File: src/rtl/pldt_pkg.sv
// shared constants and types for the lock detect and test control block
package pldt_pkg;

    // system clock period
    localparam int CLK_PERIOD_NS = 10;
    // longest ref to feedback phase gap that still counts as aligned
    localparam int PD_LIMIT_NS = 20;
    // longest time rounds down, never below one cycle
    localparam int PD_LIMIT_CYC = (PD_LIMIT_NS / CLK_PERIOD_NS) < 1 ? 1 : (PD_LIMIT_NS / CLK_PERIOD_NS);

    // phase age counter width and its saturation value
    localparam int AGE_W = 8;
    localparam logic [AGE_W-1:0] AGE_MAX = 8'hff;

    // consecutive errored feedback cycles that drop lock
    localparam logic [2:0] ERR_DROP_CNT = 3'h4;
    // consecutive clean feedback cycles that raise lock
    localparam logic [5:0] GOOD_GAIN_CNT = 6'h20;
    // reference rising edges before the test reset settles
    localparam logic [2:0] TEST_RST_EDGES = 3'h5;

    // watchdog defaults: ref edges per tick, ticks to time out
    localparam int WDOG_DIV_DEF = 8;
    localparam int WDOG_TICKS_DEF = 4;
    localparam int WDOG_W = 8;

    // encoding of a three-level input
    localparam logic [1:0] LVL_LOW = 2'h0;
    localparam logic [1:0] LVL_MID = 2'h1;
    localparam logic [1:0] LVL_HIGH = 2'h2;

    // bank geometry; bank index 4 is the feedback bank
    localparam int NUM_BANKS = 5;
    localparam int NUM_OUTS = 18;
    localparam int OUTS_PER_BANK = 4;
    localparam int BANK_THREE = 2;
    localparam int BANK_FOUR = 3;
    localparam int FB_BANK = 4;

    // bank three invert patterns, bit order a0, a1, b0, b1
    localparam logic [3:0] BANK_THREE_INVERT_SELECT_PAIRS = 4'ha;
    localparam logic [3:0] BANK_THREE_INVERT_SELECT_ALL = 4'hf;
    localparam logic [3:0] BANK_THREE_INVERT_SELECT_NONE = 4'h0;

    // widths of the static select pins (two bits per three-level pin)
    localparam int DIV_SEL_W = 16;
    localparam int SKEW_SEL_W = 16;
    localparam int FS_W = 2;
    localparam int PRESET_W = DIV_SEL_W + SKEW_SEL_W + FS_W;

    // lock detector and test reset states
    typedef enum logic {LD_UNLOCKED, LD_LOCKED} pldt_lock_e;
    typedef enum logic [1:0] {TM_RUN, TM_COUNT, TM_HELD} pldt_test_e;

endpackage

File: src/rtl/pldt_lock_det.sv
// lock detector with phase compare and feedback watchdog
`timescale 1ns/1ps
`default_nettype none
module pldt_lock_det
    import pldt_pkg::*;
#(
    parameter int WDOG_DIV   = WDOG_DIV_DEF,
    parameter int WDOG_TICKS = WDOG_TICKS_DEF
) (
    input  wire logic clk_sys,
    input  wire logic resetn,
    input  wire logic hold,
    input  wire logic ref_rise,
    input  wire logic fb_rise,
    output logic      lock_q
);

    pldt_lock_e       state_q;     // lock state
    logic [AGE_W-1:0] ref_age_q;   // cycles since last reference rise
    logic [2:0]       err_cnt_q;   // consecutive errored feedback cycles
    logic [5:0]       good_cnt_q;  // consecutive clean feedback cycles
    logic [WDOG_W-1:0] wd_div_q;   // reference edge divider
    logic [WDOG_W-1:0] wd_cnt_q;   // divided ticks since last feedback rise

    wire phase_err = fb_rise && !ref_rise && (ref_age_q > AGE_W'(PD_LIMIT_CYC));
    wire wd_tick   = ref_rise && (wd_div_q == WDOG_W'(WDOG_DIV - 1));
    wire wd_expire = (wd_cnt_q == WDOG_W'(WDOG_TICKS)) && !fb_rise;
    wire good_full = (good_cnt_q == GOOD_GAIN_CNT - 6'h1);
    wire err_full  = (err_cnt_q == ERR_DROP_CNT - 3'h1);

    // reference age counter, saturating
    always_ff @(posedge clk_sys) begin
        if (!resetn || hold || ref_rise) begin
            ref_age_q <= '0;
        end else if (ref_age_q != AGE_MAX) begin
            ref_age_q <= ref_age_q + 8'h1;
        end
    end

    always_ff @(posedge clk_sys) begin
        if (!resetn || hold) begin
            wd_div_q <= '0;
            wd_cnt_q <= '0;
        end else begin
            if (ref_rise) begin
                wd_div_q <= wd_tick ? '0 : wd_div_q + 8'h1;
            end
            if (fb_rise) begin
                wd_cnt_q <= '0;
            end else if (wd_tick && !wd_expire) begin
                wd_cnt_q <= wd_cnt_q + 8'h1;
            end
        end
    end

    always_ff @(posedge clk_sys) begin
        if (!resetn || hold) begin
            state_q    <= LD_UNLOCKED;
            err_cnt_q  <= '0;
            good_cnt_q <= '0;
            lock_q     <= 1'b0;
        end else begin
            unique case (state_q)
                LD_UNLOCKED: begin
                    if (fb_rise) begin
                        if (phase_err) begin
                            good_cnt_q <= '0;
                        end else if (good_full) begin
                            state_q    <= LD_LOCKED;
                            good_cnt_q <= '0;
                            err_cnt_q  <= '0;
                            lock_q     <= 1'b1;
                        end else begin
                            good_cnt_q <= good_cnt_q + 6'h1;
                        end
                    end
                end
                LD_LOCKED: begin
                    if (wd_expire || (phase_err && err_full)) begin
                        state_q   <= LD_UNLOCKED;
                        err_cnt_q <= '0;
                        lock_q    <= 1'b0;
                    end else if (fb_rise) begin
                        err_cnt_q <= phase_err ? err_cnt_q + 3'h1 : '0;
                    end
                end
            endcase
        end
    end

    // lock rises only on the thirty-second clean cycle
    lock_rise_a: assert property (@(posedge clk_sys) disable iff (!resetn)
        $rose(lock_q) |-> $past(good_full) && $past(fb_rise) && !$past(phase_err))
        else $error("lock raised without 32 clean cycles");
    // lock falls only on fourth error, watchdog or hold
    lock_fall_a: assert property (@(posedge clk_sys) disable iff (!resetn)
        $fell(lock_q) |-> $past(hold) || $past(wd_expire) || ($past(phase_err) && $past(err_cnt_q) == 3'h3))
        else $error("lock dropped without cause");
    // watchdog expiry clears lock next cycle
    watchdog_drop_a: assert property (@(posedge clk_sys) disable iff (!resetn)
        (wd_expire && state_q == LD_LOCKED) |=> !lock_q)
        else $error("watchdog did not drop lock");
    // after reset lock is low with counters cleared
    reset_start_a: assert property (@(posedge clk_sys)
        !resetn |=> !lock_q && good_cnt_q == 6'h0 && err_cnt_q == 3'h0)
        else $error("lock detector not cleared by reset");
    lock_gain_c: cover property (@(posedge clk_sys) disable iff (!resetn) $rose(lock_q));
    lock_loss_c: cover property (@(posedge clk_sys) disable iff (!resetn) $fell(lock_q));

endmodule
`default_nettype wire

File: src/rtl/pldt_top.sv
// output bank control, factory test reset and lock detect for the clock buffer
//
// Behaviour
// - invert low: pairs true then inverted
// - invert high: all four bank-three outputs inverted
// - invert mid: no bank-three output inverted
// - inversion independent of divide and skew
// - flag phase error beyond delay limit
// - locked: four errored cycles drop lock
// - unlocked: 32 clean cycles raise lock
// - watchdog on divided reference drops lock
// - mode mid: test, reference replaces loop
// - test keeps invert; disables and loop off
// - test disable four: hi-z, five edges
// - preset from selects, held until release
// - release resumes test from preset state
// - disable: hold-off when low, hi-z high
// - park true low, inverted high
`timescale 1ns/1ps
`default_nettype none
module pldt_top
    import pldt_pkg::*;
#(
    parameter int WDOG_DIV   = WDOG_DIV_DEF,
    parameter int WDOG_TICKS = WDOG_TICKS_DEF
) (
    input  wire logic                  clk_sys,
    input  wire logic                  resetn,
    input  wire logic                  ref_clock_input,
    input  wire logic                  feedback_clock_input,
    input  wire logic                  pll_clock_input,
    input  wire logic [NUM_BANKS-1:0]  bank_matrix_in,
    input  wire logic [NUM_BANKS-1:0]  bank_disable_inputs,
    input  wire logic [1:0]            output_mode,
    input  wire logic [1:0]            bank_three_invert_select,
    input  wire logic [DIV_SEL_W-1:0]  divide_select,
    input  wire logic [SKEW_SEL_W-1:0] skew_select,
    input  wire logic [FS_W-1:0]       frequency_range_select,
    output logic                       src_clk_q,
    output logic [NUM_OUTS-1:0]        bank_clk_q,
    output logic [NUM_BANKS-1:0]       bank_oe_n_q,
    output logic                       test_mode_q,
    output logic                       fsm_hold_q,
    output logic [PRESET_W-1:0]        fsm_preset_q,
    output logic                       lock_q
);

    // all pins gathered into one vector for synchronising
    localparam int PIN_W = 3 + 2 * NUM_BANKS + 4 + PRESET_W;

    logic [PIN_W-1:0]     pin_meta_q;  // first synchroniser stage
    logic [PIN_W-1:0]     pin_q;       // second synchroniser stage
    logic                 ref_prev_q;  // reference level one cycle back
    logic                 fb_prev_q;   // feedback level one cycle back
    pldt_test_e           test_q;      // test reset state
    logic [2:0]           edge_cnt_q;  // reference edges in test reset
    logic [NUM_OUTS-1:0]  park_q;      // outputs frozen in hold-off
    logic [NUM_OUTS-1:0]  clk_d;       // next output levels
    logic [NUM_BANKS-1:0] oe_n_d;      // next output enables

    wire [PIN_W-1:0] pin_raw = {ref_clock_input, feedback_clock_input, pll_clock_input,
                                bank_matrix_in, bank_disable_inputs, output_mode,
                                bank_three_invert_select, frequency_range_select,
                                skew_select, divide_select};

    // field extraction from the synchronised vector
    wire                  ref_s    = pin_q[PIN_W-1];
    wire                  fb_s     = pin_q[PIN_W-2];
    wire                  pll_s    = pin_q[PIN_W-3];
    wire [NUM_BANKS-1:0]  matrix_s = pin_q[PIN_W-4 -: NUM_BANKS];
    wire [NUM_BANKS-1:0]  dis_s    = pin_q[PIN_W-4-NUM_BANKS -: NUM_BANKS];
    wire [1:0]            mode_s   = pin_q[PRESET_W+3 -: 2];
    wire [1:0]            bank_three_invert_select_s   = pin_q[PRESET_W+1 -: 2];
    wire [PRESET_W-1:0]   preset_s = pin_q[PRESET_W-1:0];

    // edge detection on the second stage only
    // history flops reset low like the idle pins, so no false edge
    wire ref_rise = ref_s && !ref_prev_q;
    wire fb_rise  = fb_s && !fb_prev_q;

    wire test_mode = (mode_s == LVL_MID);
    // disable four in test forces hi-z
    wire test_rst  = test_mode && dis_s[BANK_FOUR];

    wire [NUM_BANKS-1:0] holdoff_req = (!test_mode && mode_s == LVL_LOW) ? dis_s : '0;
    wire [NUM_BANKS-1:0] hiz_req     = (!test_mode && mode_s == LVL_HIGH) ? dis_s : '0;

    wire [3:0] bank_three_invert_select_pat = (bank_three_invert_select_s == LVL_LOW) ? BANK_THREE_INVERT_SELECT_PAIRS :
                          (bank_three_invert_select_s == LVL_HIGH) ? BANK_THREE_INVERT_SELECT_ALL : BANK_THREE_INVERT_SELECT_NONE;

    // only the second stage feeds any logic
    // two-flop synchroniser for every pin
    always_ff @(posedge clk_sys) begin
        if (!resetn) begin
            pin_meta_q <= '0;
            pin_q      <= '0;
        end else begin
            pin_meta_q <= pin_raw;
            pin_q      <= pin_meta_q;
        end
    end

    // previous levels for edge detection
    always_ff @(posedge clk_sys) begin
        if (!resetn) begin
            ref_prev_q <= 1'b0;
            fb_prev_q  <= 1'b0;
        end else begin
            ref_prev_q <= ref_s;
            fb_prev_q  <= fb_s;
        end
    end

    // source is reference level in test
    always_ff @(posedge clk_sys) begin
        if (!resetn) begin
            src_clk_q   <= 1'b0;
            test_mode_q <= 1'b0;
        end else begin
            src_clk_q   <= test_mode ? ref_s : pll_s;
            test_mode_q <= test_mode;
        end
    end

    // test reset sequencer
    always_ff @(posedge clk_sys) begin
        if (!resetn) begin
            test_q       <= TM_RUN;
            edge_cnt_q   <= '0;
            fsm_hold_q   <= 1'b0;
            fsm_preset_q <= '0;
        end else begin
            unique case (test_q)
                // wait for disable four in test mode
                // a ref rise in the entry cycle is not counted
                TM_RUN: begin
                    edge_cnt_q <= '0;
                    if (test_rst) begin
                        test_q <= TM_COUNT;
                    end
                end
                TM_COUNT: begin
                    if (!test_rst) begin
                        test_q <= TM_RUN;
                    end else if (ref_rise) begin
                        edge_cnt_q <= edge_cnt_q + 3'h1;
                        if (edge_cnt_q == TEST_RST_EDGES - 3'h1) begin
                            test_q       <= TM_HELD;
                            fsm_hold_q   <= 1'b1;
                            fsm_preset_q <= preset_s;
                        end
                    end
                end
                TM_HELD: begin
                    if (!test_rst) begin
                        test_q     <= TM_RUN;
                        fsm_hold_q <= 1'b0;
                    end
                end
            endcase
        end
    end

    // per output level, invert and hold-off park
    generate
        for (genvar i = 0; i < NUM_OUTS; i++) begin : g_out
            localparam int B = (i < NUM_BANKS * OUTS_PER_BANK - OUTS_PER_BANK) ? i / OUTS_PER_BANK : FB_BANK;
            // invert applied straight to the bank matrix level
            wire inv = (B == BANK_THREE) ? bank_three_invert_select_pat[i % OUTS_PER_BANK] : 1'b0;
            wire lvl = matrix_s[B] ^ inv;
            assign clk_d[i] = park_q[i] ? inv : lvl;
            // a level match means no runt pulse reaches the pin
            // park at own resting level
            always_ff @(posedge clk_sys) begin
                if (!resetn || fsm_hold_q || !holdoff_req[B]) begin
                    park_q[i] <= 1'b0;
                end else if (lvl == inv) begin
                    park_q[i] <= 1'b1;
                end
            end
        end
    endgenerate

    // test reset overrides every bank, the feedback bank too
    // high mode goes hi-z at once
    assign oe_n_d = (test_rst || fsm_hold_q) ? {NUM_BANKS{1'b1}} : hiz_req;

    // registered outputs and enables
    always_ff @(posedge clk_sys) begin
        if (!resetn) begin
            bank_clk_q  <= '0;
            bank_oe_n_q <= {NUM_BANKS{1'b1}};
        end else begin
            bank_clk_q  <= clk_d;
            bank_oe_n_q <= oe_n_d;
        end
    end

    // lock detector held in deterministic state
    pldt_lock_det #(
        .WDOG_DIV   (WDOG_DIV),
        .WDOG_TICKS (WDOG_TICKS)
    ) u_lock (
        .clk_sys  (clk_sys),
        .resetn   (resetn),
        .hold     (fsm_hold_q),
        .ref_rise (ref_rise),
        .fb_rise  (fb_rise),
        .lock_q   (lock_q)
    );

    // bank three pairs are complementary under low select
    bank_three_invert_select_pairs_a: assert property (@(posedge clk_sys) disable iff (!resetn)
        (bank_three_invert_select_s == LVL_LOW && park_q[11:8] == 4'h0) |=>
        (bank_clk_q[9] == !bank_clk_q[8]) && (bank_clk_q[11] == !bank_clk_q[10]))
        else $error("bank three not complementary");
    // all four inverted under high select
    bank_three_invert_select_all_a: assert property (@(posedge clk_sys) disable iff (!resetn)
        (bank_three_invert_select_s == LVL_HIGH && park_q[11:8] == 4'h0) |=> bank_clk_q[11:8] == {4{!$past(matrix_s[2])}})
        else $error("bank three not fully inverted");
    // none inverted at mid select
    bank_three_invert_select_none_a: assert property (@(posedge clk_sys) disable iff (!resetn)
        (bank_three_invert_select_s == LVL_MID && park_q[11:8] == 4'h0) |=> bank_clk_q[11:8] == {4{$past(matrix_s[2])}})
        else $error("bank three inverted at mid");
    // test reset forces every bank hi-z
    test_hiz_a: assert property (@(posedge clk_sys) disable iff (!resetn)
        test_rst |=> bank_oe_n_q == 5'h1f)
        else $error("test reset left a bank driven");
    // hold only after the fifth reference rise
    five_edges_a: assert property (@(posedge clk_sys) disable iff (!resetn)
        $rose(fsm_hold_q) |-> $past(ref_rise) && $past(edge_cnt_q) == 3'h4 && $past(test_rst))
        else $error("test hold not after five edges");
    // hold released the cycle after disable four drops
    hold_release_a: assert property (@(posedge clk_sys) disable iff (!resetn)
        (fsm_hold_q && !test_rst) |=> !fsm_hold_q)
        else $error("test hold not released");
    // high mode disable goes hi-z next cycle
    hiz_mode_a: assert property (@(posedge clk_sys) disable iff (!resetn)
        (!test_mode && mode_s == LVL_HIGH && dis_s[0]) |=> bank_oe_n_q[0])
        else $error("bank not hi-z in high mode");
    // parked true output rests low
    park_true_a: assert property (@(posedge clk_sys) disable iff (!resetn)
        park_q[0] |=> !bank_clk_q[0])
        else $error("true output not parked low");
    // parked inverted output rests high
    park_inv_a: assert property (@(posedge clk_sys) disable iff (!resetn)
        (park_q[9] && bank_three_invert_select_s == LVL_LOW) |=> bank_clk_q[9])
        else $error("inverted output not parked high");
    // test mode drives reference as the source
    test_src_a: assert property (@(posedge clk_sys) disable iff (!resetn)
        test_mode |=> src_clk_q == $past(ref_s))
        else $error("test source not reference");
    // normal mode drives the loop clock as the source
    src_norm_a: assert property (@(posedge clk_sys) disable iff (!resetn)
        !test_mode |=> src_clk_q == $past(pll_s))
        else $error("normal source not loop clock");
    // test mode keeps every bank driven outside test reset
    test_oe_on_a: assert property (@(posedge clk_sys) disable iff (!resetn)
        (test_mode && !test_rst && !fsm_hold_q) |=> bank_oe_n_q == 5'h00)
        else $error("bank disabled in test mode");
    // low mode never goes hi-z outside the test hold
    holdoff_oe_a: assert property (@(posedge clk_sys) disable iff (!resetn)
        (mode_s == LVL_LOW && !fsm_hold_q) |=> bank_oe_n_q == 5'h00)
        else $error("bank hi-z in low mode");
    // dropping disable four while counting aborts
    count_abort_a: assert property (@(posedge clk_sys) disable iff (!resetn)
        (test_q == TM_COUNT && !test_rst) |=> !fsm_hold_q)
        else $error("aborted test reset still held");
    // edge count never passes five
    edge_bound_a: assert property (@(posedge clk_sys) disable iff (!resetn)
        (test_q == TM_COUNT) |-> edge_cnt_q < TEST_RST_EDGES)
        else $error("test edge count overran");
    // preset captured from the selects at hold entry
    preset_load_a: assert property (@(posedge clk_sys) disable iff (!resetn)
        $rose(fsm_hold_q) |-> fsm_preset_q == $past(preset_s))
        else $error("preset not taken from selects");
    // preset unchanged while held
    preset_held_a: assert property (@(posedge clk_sys) disable iff (!resetn)
        fsm_hold_q |=> $stable(fsm_preset_q))
        else $error("preset changed while held");
    // held state keeps outputs hi-z
    held_hiz_a: assert property (@(posedge clk_sys) disable iff (!resetn)
        fsm_hold_q |=> bank_oe_n_q == 5'h1f)
        else $error("bank driven while held");
    // held state keeps the lock detector unlocked
    held_unlocked_a: assert property (@(posedge clk_sys) disable iff (!resetn)
        fsm_hold_q |=> !lock_q)
        else $error("lock raised while held");
    hold_entry_c: cover property (@(posedge clk_sys) disable iff (!resetn) $rose(fsm_hold_q));
    test_hold_c: cover property (@(posedge clk_sys) disable iff (!resetn) $fell(fsm_hold_q));
    park_c: cover property (@(posedge clk_sys) disable iff (!resetn) $rose(park_q[9]));

endmodule
`default_nettype wire

File: config.mk
export PLATFORM = sky130hd
export DESIGN_NAME = pldt_top
export DESIGN_NICKNAME = d
export VERILOG_FILES = /design/src/rtl/pldt_pkg.sv /design/src/rtl/pldt_lock_det.sv /design/src/rtl/pldt_top.sv
export SDC_FILE = /design/constraint.sdc
export NUM_CORES = 1
export LEC_CHECK = 0
export BUFFER_PORTS_ARGS = -buffer_cell sky130_fd_sc_hd__buf_2
export CORE_ASPECT_RATIO = 1.5
export CORE_MARGIN = 5
export CORE_UTILIZATION = 40
export DETAILED_ROUTE_END_ITERATION = 6
export PLACE_DENSITY = 0.59
export RECOVER_POWER = 50
export SLEW_MARGIN = 25
export SYNTH_ARGS = -nofsm -noshare
export SYNTH_HDL_FRONTEND = slang
export SYNTH_SLANG_ARGS = --single-unit
File: constraint.sdc
create_clock -name clk_sys -period 5.23 [get_ports clk_sys]
set_input_delay 0.7845 -clock clk_sys [delete_from_list [all_inputs] [get_ports clk_sys]]
set_output_delay 0.7845 -clock clk_sys [all_outputs]
set_load 0.005 [all_outputs]
Word level (Yosys, flattened, before mapping)

Cells that the tools add are included.

Bitwise logic cells: 6
$add $sub $neg: 6
Mux-type cells: 43
$mul: 0
Div/mod/pow operators: 0
Magnitude comparators: 1
Reduce and logical (&&, ||, !) cells: 50
Shift operators: 0
Equal/unequal tests: 27

Operator list:

| cell                                                                            | number |
|---|---|
| 8-bit by 1-bit adder with 8-bit output, second input constant                   | 3 |
| 3-bit two-way mux                                                               | 8 |
| 1-bit two-way mux                                                               | 17 |
| 8-bit by 3-bit equality test with 1-bit output, second input constant           | 2 |
| 4-bit AND reduction                                                             | 4 |
| 1-bit zero test                                                                 | 12 |
| 6-bit two-way mux                                                               | 2 |
| 2-bit != test, second input constant                                            | 6 |
| 3-bit one-hot mux with 2 select lines                                           | 2 |
| 2-bit OR reduction                                                              | 6 |
| 1-bit logical AND                                                               | 11 |
| 2-bit two-way mux                                                               | 5 |
| 5-bit two-way mux                                                               | 2 |
| 1-bit logical OR                                                                | 9 |
| 8-bit by 2-bit greater-than comparator with 1-bit output, second input constant | 1 |
| 4-bit two-way mux                                                               | 2 |
| 8-bit two-way mux                                                               | 1 |
| 8-bit != test, second input constant                                            | 1 |
| 3-bit by 1-bit adder with 3-bit output, second input constant                   | 2 |
| 6-bit by 1-bit adder with 6-bit output, second input constant                   | 1 |
| 2-bit equality test, second input constant                                      | 3 |
| 6-bit by 5-bit equality test with 1-bit output, second input constant           | 1 |
| 2-bit zero test                                                                 | 3 |
| 2-bit by 1-bit != test with 1-bit output, second input constant                 | 3 |
| other kinds (14)                                                                | 26 |

Output and inout port bits: 61
Latch bits: 0
Memory bits (writable): 0
Flip-flop bits (word level): 202
Memories kept: 0
Bits in read-only memories: 0

Logic depth before layout (Yosys ltp)

Depth in word-level cells: 9
Mapped depth: 8

Hierarchy

From an unflattened synthesis, not the netlist that was laid out.

Cell total of the unflattened synthesis: 682
Area, all modules: 7043.0 µm²

Modules (own cells, without submodules):

| module        | area each (µm²) | cells each | instances | seq. area each (µm²) |
|---|---|---|---|---|
| pldt_top      | 5288.8          | 482        | 1         | 3263.1 |
| pldt_lock_det | 1754.2          | 200        | 1         | 700.7 |

Least setup slack after synthesis

Ideal clock, no wire load.

Kind: in2reg
From: in resetn
To: reg u_lock.err_cnt_q[0]
Library setup time: 0.059 ns
Stages on the path: 5
Path slack: 3.183 ns
Path buffers: 1
Arrival: 1.988 ns
Cell sequence: clkbuf_1 -> nor2b_1 -> o31ai_1 -> a221oi_1 -> mux2_2

Cells in the longest elaborated chain, start to end: 2

RTL lines:

| element              | RTL line            | RTL |
|---|---|---|
| start, declared      | pldt_top.sv:28      | `input wire logic resetn,` |
| 1-bit zero test      | pldt_lock_det.sv:57 | `if (!resetn \|\| hold) begin` |
| 1-bit logical OR     | pldt_lock_det.sv:57 |  |
| end signal, assigned | pldt_lock_det.sv:84 | `err_cnt_q <= phase_err ? err_cnt_q + 3'h1 : '0;` |
| end, declared        | pldt_lock_det.sv:20 | `logic [2:0] err_cnt_q;` |

No other way between the ends.
A chain may end at the register's enable or synchronous reset.

Final worst setup path

From: reg pin_q[50]
To: reg fsm_preset_q[10]

Cells in the longest elaborated chain, start to end: 2

RTL lines:

| element                       | RTL line        | RTL |
|---|---|---|
| start, declared               | pldt_top.sv:52  | `logic [PIN_W-1:0] pin_q;` |
| start signal, assigned        | pldt_top.sv:99  | `pin_q <= pin_meta_q;` |
| 1-bit logical AND             | pldt_top.sv:78  | `wire ref_rise = ref_s && !ref_prev_q;` |
| 4-bit AND reduction (no line) | n/a             |  |
| end signal, assigned          | pldt_top.sv:150 | `fsm_preset_q <= preset_s;` |
| end, declared                 | pldt_top.sv:44  | `output logic [PRESET_W-1:0] fsm_preset_q,` |

No other way between the ends.

==> metrics.txt <==
Power Density 372.3 nW/um^2; Tmin final around 2300 ps; Setup crit end kind register; synthesized flop and latch total just under 200; Core Region between 15000 and 20000 um^2; initial antenna violation count 0; synthesized area 6809 um^2; share of layout cells above drive strength 1 0.1859; Post-Syn Area per Cell around 10 um^2; max-slew violations 0; Port Buf Inserts about 110; Total Negative Setup Slacks 0 ps; clock network power share 0.433; switching share of power 0.2329; yosys warns 0; pin count of the biggest net entering global routing ~100; FILL cells between 1500 and 2000; ant diodes 0; CTS H-tree depth 4; register area share after synthesis 0.5821; async set or reset register ratio after synthesis 0; simple logic cell fraction of the synthesized area 0.2521; fin crit share 0.4382; Final Net Count 850; 1st-iter DRT viols 154; Hold Path Class register to register; Clock Skews between 10 and 15 ps; Syn Inst Count just under 700; post-synthesis mux area share 0.006064; first-pass GRT wire length between 20000 and 25000 um; critical path cell sequence nor2b_1, nand4_1, buf_4, nand2_1, a21oi_1; Die Y about 170 um; vias per std cell ~4.7; CTS root buf clkbuf_16; syn_nets 757; share of power burned in registers 0.525; Worst EP required between 5000 and 6000 ps; RSZ-0062 raised after global routing no; RD Place Congestion 0.8007; Worst VDD drop 0.2046 mV; Initial Util 0.4062; Post-synth EDFFs 0; Hold-fix buffers, CTS 0; Pleak about 3.3 nW; max-cap violation count 0; Area growth syn-to-layout 18.41%; total track usage 0.1359; Critical Path Start Type register; top_reg_cell synth dfxtp_1; Core Rows just under 60; cell-internal power approximately 2.3 mW; largest family of logic cells by synthesized area simple AND/OR/NAND/NOR gates; commonest cells in the netlist dfxtp_1, and2_1, nand2_1; NetSw between 600 and 700 uW; full die area between 15000 and 20000 um^2; Logic pwr share 0.042; Compound-Gate Fraction of Synth Area 0.07571; CP Data Arrival Time around 2600 ps; Via Count roughly 4700; Slew headroom 0.4535; area share of the largest cell type after synthesis 0.5821; Clk pin slew, worst setup/hold paths about 80 ps; top cells by area, synth dfxtp_1, and2_1, nand2_1; total gr overflow 0; Clock Tree Buf Depth 2; clock latency on the worst-skew pair ~420 ps; post-route ant nets 0; Final setup viols 0; I/O pin total between 100 and 150; Synth Area in XOR/XNOR 0.02187; WL/cell ~13 um; dpl ws 2680 ps; detailed-route wire length about 13000 um; die width 116.5 um; dpl hpwl between 9000 and 10000 um; Critical Path Slowest Stage Cell nand4_1; clock sink count 198; worst slew pin tran 818.6 ps; post-CTS sizing 0; outcome finished, final reports clean; Crit Path Max Fanout 25; TritonCTS buffer count 17; largest stage delay on the critical path 560 ps; CP bufs+invs 1; kind of critical path register to register; Pre-antenna DRT Iters 4; DR DRC count 0; worst setup margin 2938 ps; Netlist cell types 50; f_max roughly 440 MHz; Synth Area in Adders 0.02389; via count of the first global-routing pass 4654; CTS tree done; top cell type by total area after synthesis dfxtp_1; Worst path top cell family by delay simple AND/OR/NAND/NOR gates; most frequent cell after synthesis dfxtp_1; final hold vios 0; setup repair bufs after CTS 0
==> worst paths after layout <==
check,startpoint,slack [ps],cells after the start,to
setup reg to reg,pin_q[50],2940,5,fsm_preset_q[10]
setup / recovery,pin_q[50],2940,5,fsm_preset_q[10]
hold / removal,pin_meta_q[16],430,1,pin_q[16]
hold reg to reg,pin_meta_q[16],430,1,pin_q[16]
==> power groups by stage <==
| stage | Combinational, mW | Sequential, mW | Clock, mW |
|---|---|---|---|
| floorplan | 0.0852 | 1.61 | 0 |
| global placement | 0.127 | 1.61 | 0 |
| detailed placement | 0.131 | 1.61 | 0 |
| CTS | 0.132 | 1.58 | 1.34 |
| global route | 0.146 | 1.58 | 1.40 |
| finish | 0.127 | 1.58 | 1.30 |
==> flip-flops by register name, summed over array words and instances (netlist names) <==
signal	cells
edge_cnt_q	3
u_lock.err_cnt_q	3
u_lock.ref_age_q	8
u_lock.lock_q	1
u_lock.wd_div_q	8
ref_prev_q	1
src_clk_q	1
u_lock.good_cnt_q	6
bank_clk_q	6
u_lock.state_q	1
test_q	2
u_lock.wd_cnt_q	8
test_mode_q	1
pin_meta_q	51
fsm_preset_q	34
fsm_hold_q	1
bank_oe_n_q	5
park_q	6
pin_q	51
fb_prev_q	1
==> final cells by class <==
cell class                      count  area (um^2)  share of cell area
Inverter                           15        56.30            0.006983
Tap cell                          210        262.8             0.03259
Sequential cell                   198         3964              0.4916
Timing Repair Buffer              116        579.3             0.07185
Clock buffer                       17        425.4             0.05276
Multi-Input combinational cell    436         2590              0.3212
Clock inverter                     14        185.2             0.02297
==> layout by cell type, fill, tap and decap left out, types with 11 or more instances in the layout <==
cell type,instances
nand2b_1,12
clkbuf_16,17
buf_2,106
and2_1,80
nor3_1,16
ha_1,13
inv_1,14
dfxtp_1,198
and2_0,27
a21oi_1,52
nor2_1,17
nand2_1,89
xnor2_1,11
nand3_1,15
==> layer usage <==
layer | global-route usage | wire, um
met5 | 0 | 0
met4 | 0.05589 | 262
met3 | 0.03282 | 475
met2 | 0.2389 | 6778
met1 | 0.1558 | 5598
==> cell families after synthesis <==
kind of cell | Yosys count
multiplexers | 4
flip-flops | 198
XOR/XNOR | 17
buffers and inverters | 57
AND/OR/NAND/NOR | 315
AO/OA/AOI/OAI | 87
adder cells (fa/ha/maj) | 13
==> metrics by stage <==
stage / instances / hold slack, ps / total power, mW / utilization / cell area [um^2]
global placement: 975 / 415.3 / 1.737 / 0.4451 / 7461
detailed placement: 975 / 416.9 / 1.743 / 0.4451 / 7461
finish: 1006 / 428.5 / 3.002 / 0.4810 / 8063
floorplan: 691 / 411.9 / 1.693 / - / 6809
CTS: 1006 / 433.2 / 3.045 / 0.4815 / 8071
global route: 1006 / 439.2 / 3.128 / 0.4810 / 8063
Note: power is estimated with default switching activity, not from simulation.
